==> config.mk <==
export PLATFORM = sky130hd
export DESIGN_NAME = ulsf_line_status
export DESIGN_NICKNAME = d
export VERILOG_FILES = /design/src/rtl/ulsf_pkg.sv /design/src/rtl/ulsf_line_status.sv /design/src/rtl/ulsf_rx_mem.sv
export VERILOG_INCLUDE_DIRS = /design/src /design/src/rtl
export SDC_FILE = /design/constraint.sdc
export NUM_CORES = 1
export LEC_CHECK = 0
export CAP_MARGIN = 10
export CORE_AREA = 2 2 186 151
export DETAILED_ROUTE_END_ITERATION = 10
export DIE_AREA = 0 0 188 153
export DONT_BUFFER_PORTS = 1
export PLACE_DENSITY = 0.76
export REMOVE_ABC_BUFFERS = 1
export SLEW_MARGIN = 0
export SYNTH_ARGS = -nofsm -noshare
export SYNTH_HDL_FRONTEND = slang
export SYNTH_SLANG_ARGS = --single-unit
==> constraint.sdc <==
create_clock -name ref_clk -period 3.6 [get_ports ref_clk]
set_input_delay 0.18 -clock ref_clk [delete_from_list [all_inputs] [get_ports ref_clk]]
set_output_delay 0.18 -clock ref_clk [all_outputs]
set_load 0.01 [all_outputs]
==> src/rtl/ulsf_consts.svh <==
// Purpose: Offsets, field positions, reset values and sizes of the receive line status block.
// Assumes: Included by its bare name; holds definitions only.
// Notes: Register offsets are byte addresses on a 32-bit Avalon-MM slave.
//
// Behaviour
// - A character that arrives without a valid stop bit raises the framing error flag.
// - With the FIFO enabled, framing and parity flags describe the character at the head of the FIFO.
// - A character whose parity bit disagrees with the configured parity raises the parity error flag.
// - A character that completes while the FIFO has no free space raises the overrun flag.
// - On overrun the new character overwrites the earlier one in the receive shift register.
// - On overrun the shift register byte is not queued and the queued bytes stay intact.
// - The data ready flag is high while at least one character waits in the holding register or FIFO.
// - The data ready flag is low while nothing waits, and after reset.
// - The overrun, parity and framing flags reset to zero.
`ifndef ULSF_CONSTS_SVH
`define ULSF_CONSTS_SVH

////////////////////////////////////////////////////////////////////////////////
// Register byte offsets
`define ULSF_OFS_RX_DATA 4'h0
`define ULSF_OFS_LINE_STATUS 4'h4
`define ULSF_OFS_CONTROL 4'h8
`define ULSF_OFS_FIFO_LEVEL 4'hc

////////////////////////////////////////////////////////////////////////////////
// Field positions
`define ULSF_STAT_READY_BIT 0
`define ULSF_STAT_OVERRUN_BIT 1
`define ULSF_STAT_PARITY_BIT 2
`define ULSF_STAT_FRAMING_BIT 3
`define ULSF_CTRL_FIFO_EN_BIT 0
`define ULSF_CTRL_FLUSH_BIT 1
`define ULSF_ENTRY_PARITY_BIT 8
`define ULSF_ENTRY_FRAMING_BIT 9

////////////////////////////////////////////////////////////////////////////////
// Reset values and sizes
`define ULSF_CTRL_FIFO_EN_RESET 1'b0
`define ULSF_FLAG_RESET 1'b0
`define ULSF_FIFO_DEPTH 32
`define ULSF_CHAR_W 8
`define ULSF_ENTRY_W 10
`define ULSF_BUS_W 32

`endif

==> src/rtl/ulsf_pkg.sv <==
// Purpose: Types shared by the receive line status block.
// Assumes: Constants live in ulsf_consts.svh.
// Notes: Register select is the word index, address bits 3:2.
package ulsf_pkg;

    // Word index of a register
    typedef enum logic [1:0] {
        ulsf_reg_data = 2'b00,
        ulsf_reg_status = 2'b01,
        ulsf_reg_control = 2'b10,
        ulsf_reg_level = 2'b11
    } ulsf_reg_t;

    // One received character
    typedef logic [7:0] ulsf_char_t;

endpackage : ulsf_pkg

==> src/rtl/ulsf_line_status.sv <==
// Purpose: Receive FIFO and line status flags of one UART channel, on an Avalon-MM slave.
// Assumes: Receiver logic on ref_clk delivers one-cycle character strobes with error bits.
// Notes: Every access takes one wait state; read side effects happen on the first request edge.
`timescale 1ns/100ps
`include "ulsf_consts.svh"

module ulsf_line_status #(
    parameter int DEPTH = `ULSF_FIFO_DEPTH
) (
    // Clock and reset
    input wire logic ref_clk,
    input wire logic nrst,
    // Avalon-MM slave
    input wire logic [3:0] avs_address,
    input wire logic avs_read,
    input wire logic avs_write,
    input wire logic [31:0] avs_writedata,
    input wire logic [3:0] avs_byteenable,
    output logic [31:0] avs_readdata,
    output logic avs_waitrequest,
    // Character strobe from the receive shifter
    input wire logic rx_char_valid,
    input wire logic [7:0] rx_char_data,
    input wire logic rx_char_parity_err,
    input wire logic rx_char_framing_err,
    // Status toward the receiver and system
    output logic rx_fifo_full,
    output logic rx_data_ready_flag,
    output logic [7:0] rx_shift_data
);

    localparam int AW = $clog2(DEPTH);
    localparam int CW = AW + 1;

    ////////////////////////////////////////////////////////////////////////////////
    // Parameter check

    generate
        if (DEPTH < 2 || (1 << AW) != DEPTH) begin : g_bad_depth
            $error("ulsf_line_status: DEPTH must be a power of two, at least 2");
        end
    endgenerate

    ////////////////////////////////////////////////////////////////////////////////
    // Declarations

    logic ack_ff;
    logic fifo_en_ff;
    logic overrun_ff;
    logic hide_err_ff;
    logic [AW-1:0] wr_ptr_ff;
    logic [AW-1:0] rd_ptr_ff;
    logic [CW-1:0] count_ff;
    logic [CW-1:0] nxt_count;
    logic [7:0] shift_ff;
    logic [31:0] readdata_ff;
    logic [31:0] nxt_readdata;
    logic [`ULSF_ENTRY_W-1:0] head_word;
    logic [`ULSF_ENTRY_W-1:0] push_word;
    logic [AW-1:0] rd_addr;
    logic [CW-1:0] limit;
    logic req_first;
    logic aligned;
    logic rd_status;
    logic pop;
    logic wr_ctrl;
    logic flush;
    logic full;
    logic push;
    logic ready;
    logic parity_flag;
    logic framing_flag;
    logic [7:0] status_byte;
    ulsf_pkg::ulsf_reg_t reg_sel;

    ////////////////////////////////////////////////////////////////////////////////
    // Bus decode

    // One wait state on every access gives readdata a register to come from
    assign req_first = (avs_read || avs_write) && !ack_ff;
    assign avs_waitrequest = req_first;
    assign aligned = (avs_address[1:0] == 2'b00);
    assign reg_sel = ulsf_pkg::ulsf_reg_t'(avs_address[3:2]);

    // Read side effects on the first edge, so the snapshot and the clear agree
    assign rd_status = avs_read && !ack_ff && aligned && (reg_sel == ulsf_pkg::ulsf_reg_status);
    assign pop = avs_read && !ack_ff && aligned && (reg_sel == ulsf_pkg::ulsf_reg_data) && ready;

    // Writes take effect on the edge where waitrequest is low
    assign wr_ctrl = avs_write && ack_ff && aligned && (reg_sel == ulsf_pkg::ulsf_reg_control)
                     && avs_byteenable[0];

    // Flush on request, or when the FIFO mode changes, so no entry spans both modes
    assign flush = wr_ctrl && (avs_writedata[`ULSF_CTRL_FLUSH_BIT]
                   || (avs_writedata[`ULSF_CTRL_FIFO_EN_BIT] != fifo_en_ff));

    // Access phase
    always_ff @(posedge ref_clk or negedge nrst) begin
        if (!nrst) begin
            ack_ff <= 1'b0;
        end else begin
            ack_ff <= req_first;
        end
    end

    // Control register
    always_ff @(posedge ref_clk or negedge nrst) begin
        if (!nrst) begin
            fifo_en_ff <= `ULSF_CTRL_FIFO_EN_RESET;
        end else if (wr_ctrl) begin
            fifo_en_ff <= avs_writedata[`ULSF_CTRL_FIFO_EN_BIT];
        end
    end

    ////////////////////////////////////////////////////////////////////////////////
    // Receive queue

    // Without FIFO mode the queue is a single holding register
    assign limit = fifo_en_ff ? CW'(DEPTH) : CW'(1);
    assign full = (count_ff >= limit);
    assign ready = (count_ff != '0);
    assign push = rx_char_valid && !full && !flush;
    assign push_word = {rx_char_framing_err, rx_char_parity_err, rx_char_data};
    assign rd_addr = flush ? '0 : (pop ? AW'(rd_ptr_ff + 1'b1) : rd_ptr_ff);

    // Occupancy; a character arriving during a flush is dropped
    always_comb begin
        nxt_count = count_ff;
        if (flush) begin
            nxt_count = '0;
        end else if (push && !pop) begin
            nxt_count = CW'(count_ff + 1'b1);
        end else if (pop && !push) begin
            nxt_count = CW'(count_ff - 1'b1);
        end
    end

    // Pointers and count
    always_ff @(posedge ref_clk or negedge nrst) begin
        if (!nrst) begin
            count_ff <= '0;
            wr_ptr_ff <= '0;
            rd_ptr_ff <= '0;
        end else begin
            count_ff <= nxt_count;
            rd_ptr_ff <= rd_addr;
            if (flush) begin
                wr_ptr_ff <= '0;
            end else if (push) begin
                wr_ptr_ff <= AW'(wr_ptr_ff + 1'b1);
            end
        end
    end

    // Error bits travel with their character
    ulsf_rx_mem #(
        .WIDTH(`ULSF_ENTRY_W),
        .AW(AW)
    ) u_mem (
        .ref_clk(ref_clk),
        .wr_en(push),
        .wr_addr(wr_ptr_ff),
        .wr_data(push_word),
        .rd_addr(rd_addr),
        .rd_data(head_word)
    );

    // Shift register copy; always takes the newest character, even on overrun
    always_ff @(posedge ref_clk or negedge nrst) begin
        if (!nrst) begin
            shift_ff <= '0;
        end else if (rx_char_valid) begin
            shift_ff <= rx_char_data;
        end
    end

    ////////////////////////////////////////////////////////////////////////////////
    // Line status flags

    // Overrun sticky; a new overrun wins over the clearing read
    always_ff @(posedge ref_clk or negedge nrst) begin
        if (!nrst) begin
            overrun_ff <= `ULSF_FLAG_RESET;
        end else if (rx_char_valid && full && !flush) begin
            overrun_ff <= 1'b1;
        end else if (rd_status) begin
            overrun_ff <= 1'b0;
        end
    end

    // Head error already reported; a new head character shows its errors afresh
    always_ff @(posedge ref_clk or negedge nrst) begin
        if (!nrst) begin
            hide_err_ff <= 1'b0;
        end else if (pop || flush) begin
            hide_err_ff <= 1'b0;
        end else if (rd_status && ready) begin
            hide_err_ff <= 1'b1;
        end
    end

    // Errors describe the head entry, not the newest arrival
    assign parity_flag = ready && head_word[`ULSF_ENTRY_PARITY_BIT] && !hide_err_ff;
    assign framing_flag = ready && head_word[`ULSF_ENTRY_FRAMING_BIT] && !hide_err_ff;

    // Status byte; unused bits read zero
    always_comb begin
        status_byte = 8'h00;
        status_byte[`ULSF_STAT_READY_BIT] = ready;
        status_byte[`ULSF_STAT_OVERRUN_BIT] = overrun_ff;
        status_byte[`ULSF_STAT_PARITY_BIT] = parity_flag;
        status_byte[`ULSF_STAT_FRAMING_BIT] = framing_flag;
    end

    ////////////////////////////////////////////////////////////////////////////////
    // Read data

    // Unmapped or misaligned reads return zero
    always_comb begin
        nxt_readdata = 32'h0000_0000;
        if (aligned) begin
            case (reg_sel)
                ulsf_pkg::ulsf_reg_data: begin
                    nxt_readdata = ready ? {24'h00_0000, head_word[7:0]} : 32'h0000_0000;
                end
                ulsf_pkg::ulsf_reg_status: begin
                    nxt_readdata = {24'h00_0000, status_byte};
                end
                ulsf_pkg::ulsf_reg_control: begin
                    nxt_readdata = {31'h0000_0000, fifo_en_ff};
                end
                ulsf_pkg::ulsf_reg_level: begin
                    nxt_readdata = 32'(count_ff);
                end
                default: begin
                    nxt_readdata = 32'h0000_0000;
                end
            endcase
        end
    end

    // Captured on the first edge, stands through the accepting edge
    always_ff @(posedge ref_clk or negedge nrst) begin
        if (!nrst) begin
            readdata_ff <= 32'h0000_0000;
        end else if (avs_read && !ack_ff) begin
            readdata_ff <= nxt_readdata;
        end
    end

    ////////////////////////////////////////////////////////////////////////////////
    // Outputs

    assign avs_readdata = readdata_ff;
    assign rx_fifo_full = full;
    assign rx_data_ready_flag = ready;
    assign rx_shift_data = shift_ff;

endmodule : ulsf_line_status

==> src/rtl/ulsf_rx_mem.sv <==
// Purpose: Receive FIFO storage with a registered read port.
// Assumes: Single clock; one write and one read address per cycle.
// Notes: A write to the address being read is bypassed so the head is never stale.
`timescale 1ns/100ps
`include "ulsf_consts.svh"

module ulsf_rx_mem #(
    parameter int WIDTH = `ULSF_ENTRY_W,
    parameter int AW = 5
) (
    // Clock
    input wire logic ref_clk,
    // Write port
    input wire logic wr_en,
    input wire logic [AW-1:0] wr_addr,
    input wire logic [WIDTH-1:0] wr_data,
    // Read port
    input wire logic [AW-1:0] rd_addr,
    output logic [WIDTH-1:0] rd_data
);

    logic [WIDTH-1:0] mem [0:(1 << AW)-1];
    logic [WIDTH-1:0] rd_data_ff;

    // Storage has no reset; only the counter says what is valid
    always_ff @(posedge ref_clk) begin
        if (wr_en) begin
            mem[wr_addr] <= wr_data;
        end
    end

    // Registered read with write-through
    always_ff @(posedge ref_clk) begin
        if (wr_en && (wr_addr == rd_addr)) begin
            rd_data_ff <= wr_data;
        end else begin
            rd_data_ff <= mem[rd_addr];
        end
    end

    assign rd_data = rd_data_ff;

endmodule : ulsf_rx_mem

==> flow_summary_export.csv <==
group,metric,value,unit
clock_network,cts_root_buf,"clkbuf_16",
finish,num-nets-final,891,
hold_path,worstHoldPathType,"input pin to flip-flop",
floorplan,row_count,54,
synthesis,synth_edf_count,320,
drt,wl,31300,um
finish,seqCellArea,10600,sq um
timing,slew_headroom,26.9,%
critical_path,path_common_cell,"o21a_1",
grt,grt_overflow,0,
finish,postLayoutCoreUtil,61.6,%
timing,fin_crit,3.44,ns
timing,fin_ws,0.161,ns
finish,final_common_cell,"edfxtp_1",
floorplan,io_pins,98,
timing,slew_violations,0,
critical_path,startpoint_type,"flip-flop",
place,io_buffers,0,
synthesis,yosys-mux-area-fraction,16.6,%
synthesis,synth-async-reset-ratio,9.97,%
floorplan,dieArea,28800,sq um
clock_network,clock_latency,0.55,ns
critical_path,cp_slowest_cell,"dlygate4sd3_1",
finish,syn_to_final_growth,13.7,%
critical_path,critPathRequiredTime,4.04,ns
drt,drt-initial-drc-count,954,
synthesis,synth-adder-area-share,1.08,%
synthesis,ys_seq_elements,361,
floorplan,start_util,54.2,%
clock_network,cts_tree,"done",
pwr,p_sw_share,26.5,%
timing,tightest_slew,1.10,ns
finish,antenna_cells,0,
synthesis,ys_seq_area_share,72.6,%
drt,drtAntennaViolNets,0,
drt,wl_per_cell,25.8,um
critical_path,critPathArrivalTime,3.88,ns
clock_network,clk_pin_slew_worst_paths,0.07,ns
synthesis,ys.flop_type,"edfxtp_1",
finish,layout_common_cells,"320 x edfxtp_1, 93 x mux4_2, 57 x nor2_1",
grt,grt_max_degree,37,
critical_path,cp_cell_sequence,"nor4b_4, dlygate4sd3_1, o211ai_2, nand3_1, inv_1, fa_1, nor2b_1, o21a_1, o21a_1, nor3_1, mux2_2",
synthesis,synth_top_family_by_area,"multiplexers",
pwr,combPwrFrac,22.2,%
place,place.gp.congestion,0.898,
pwr,clkPwrFrac,31.0,%
synthesis,avgSynthCellArea,19.5,sq um
synthesis,synth-xor-area-share,0.539,%
floorplan,die_h,153,um
pwr,p_per_area,645,nW/um^2
drt,drc,0,
outcome,status,"finished clean",
timing,finClkSkew,0.0141,ns
critical_path,critPathKind,"flip-flop to flip-flop",
clock_network,ctsLongestPathBuffers,3,
finish,finalNonFillerCells,1212,
finish,multi_input_area,3700,sq um
timing,finalSetupViolCount,0,
pwr,p_int,0.00787,W
synthesis,synth-simple-area-share,4.34,%
floorplan,die_w,188,um
clock_network,htreeDepth,1,
synthesis,netlist_instances,749,
synthesis,ys_types,52,
clock_network,postCtsSetupBuffers,0,
finish,drive_gt1_share,24.9,%
grt,grt_pass1_vias,7609,
drt,vias,7421,
synthesis,synth_compound_area_share,2.08,%
timing,fin_crit_sh,95.5,%
floorplan,design.core.area,27000,sq um
drt,vias_per_cell,6.12,
grt,track_usage,22.3,%
pwr,vdd_ir_drop_max,462,uV
pwr,switchingPower,0.00284,W
critical_path,crit_path_end_kind,"flip-flop",
place,dp_cells,1119,
synthesis,syn_area,14600,sq um
clock_network,clock_sink_count,361,
critical_path,crit_fanout,7,
timing,hold_violations,0,
place,dp_slack,0.316,ns
pwr,p_leak,5.47,nW
grt,antenna_found_initial,2,
finish,fillers,1814,
pwr,seq_power_share,46.8,%
clock_network,cts_buffers,31,
grt,grt_first_pass_wirelength,47600,um
timing,fmax,291,MHz
place,place.detailed.hpwl,19100,um
drt,dr.pass1.iters,5,
critical_path,max_stage_delay,0.73,ns
synthesis,yosys_warnings,0,
timing,rsz0062_at_grt,"no",
run,maxCapViolations,0,
[layer usage]
metal / share of wire [%] / global-route usage [%]
met5: 0 / 0
met1: 40 / 31.6
met3: 9.1 / 5.10
met2: 49 / 35.5
met4: 2.6 / 5.85
[worst paths after layout]
kind	startpoint	to	slack [ns]	cells past startpoint
setup / recovery	ack_ff$_DFF_PN0_	count_ff[4]$_DFFE_PN0P_	0.16	11
hold / removal	avs_address[3]	avs_readdata[1]$_DFFE_PN0N_	0.03	3
setup reg to reg	ack_ff$_DFF_PN0_	count_ff[4]$_DFFE_PN0P_	0.16	11
hold reg to reg	rx_shift_data[6]$_DFFE_PN0P_	rx_shift_data[6]$_DFFE_PN0P_	0.59	1
max in group asynchronous	nrst	rx_shift_data[7]$_DFFE_PN0P_	3.32	2
min in group asynchronous	nrst	avs_readdata[1]$_DFFE_PN0N_	0.07	2
[flip-flops by register name, indices dropped and copies added (netlist names), named ones only]
name,cells
u_mem.mem,320
avs_readdata,8
rx_shift_data,8
count_ff,6
rd_ptr_ff,5
wr_ptr_ff,5
ack_ff,1
fifo_en_ff,1
hide_err_ff,1
overrun_ff,1
[synth_stat cells, drive strengths merged, types with 3 or more instances]
| master | number | share of area, % |
|---|---|---|
| edfxtp | 320 | 66 |
| mux4 | 93 | 14 |
| nor2 | 57 | 1.5 |
| buf | 46 | 2.2 |
| dfrtp | 36 | 6.2 |
| nand2 | 23 | 0.59 |
| mux2i | 19 | 1.3 |
| mux2 | 13 | 1.0 |
| o21ai | 13 | 0.47 |
| clkbuf | 11 | 0.28 |
| ha | 11 | 0.94 |
| nand3 | 11 | 0.38 |
| nor3 | 10 | 0.38 |
| inv | 9 | 0.23 |
| xor2 | 6 | 0.36 |
| a21oi | 5 | 0.17 |
| dfxtp | 5 | 0.69 |
| nand4 | 5 | 0.21 |
| a31oi | 4 | 0.17 |
| nand2b | 4 | 0.17 |
| nand3b | 4 | 0.21 |
| or2 | 4 | 0.17 |
| a32oi | 3 | 0.18 |
| nor2b | 3 | 0.13 |
| o211ai | 3 | 0.19 |
| xnor2 | 3 | 0.18 |
[power by group through the flow]
stage / Combinational, W / Clock [W] / Sequential (W)
2_1_floorplan: 0.00157 / 0 / 0.00522
3_3_place_gp: 0.00219 / 0 / 0.00507
3_5_place_dp: 0.00225 / 0 / 0.00510
4_1_cts: 0.00240 / 0.00336 / 0.00501
5_1_grt: 0.00257 / 0.00353 / 0.00504
6_report: 0.00238 / 0.00332 / 0.00501
[critical path, delay by kind of cell, from the launching register on]
kind	cells	cell delay, ns
simple gates	4	0.94
fa+ha+maj	1	0.38
mux	1	0.26
buf+inv	2	0.81
flops	1	0.45
compound gates	3	0.50
[layout make-up]
cell class	count	share of cell area [%]
inverter	9	0.203
multi-input combinational	345	22.2
clock buffer	41	5.08
sequential	361	63.9
clock inverter	16	1.04
tap	364	2.74
timing repair buffer	76	4.79
[cells by family after synthesis]
family	Yosys count
flops	361
fa+ha+maj	12
mux	125
other cells	1
compound gates	44
xor+xnor	9
buf+inv	66
simple gates	131
[per-stage QoR]
step                power [W]  instance area, sq um  setup TNS (ns)  hold slack [ns]
global route           0.0111                 16600               0           0.0509
detailed placement    0.00734                 15100               0           -0.115
floorplan             0.00679                 14300           -9.94           -0.116
CTS                    0.0108                 16600               0           0.0231
finish                 0.0107                 16600               0           0.0301
global placement      0.00726                 15100               0           -0.115
[timing repair]
action	in CTS	in global routing
hold buffers	36	0
endpoints found under the hold margin	376	0
gates resized for setup	0	0
No activity file was read; power rests on OpenSTA's default activity.
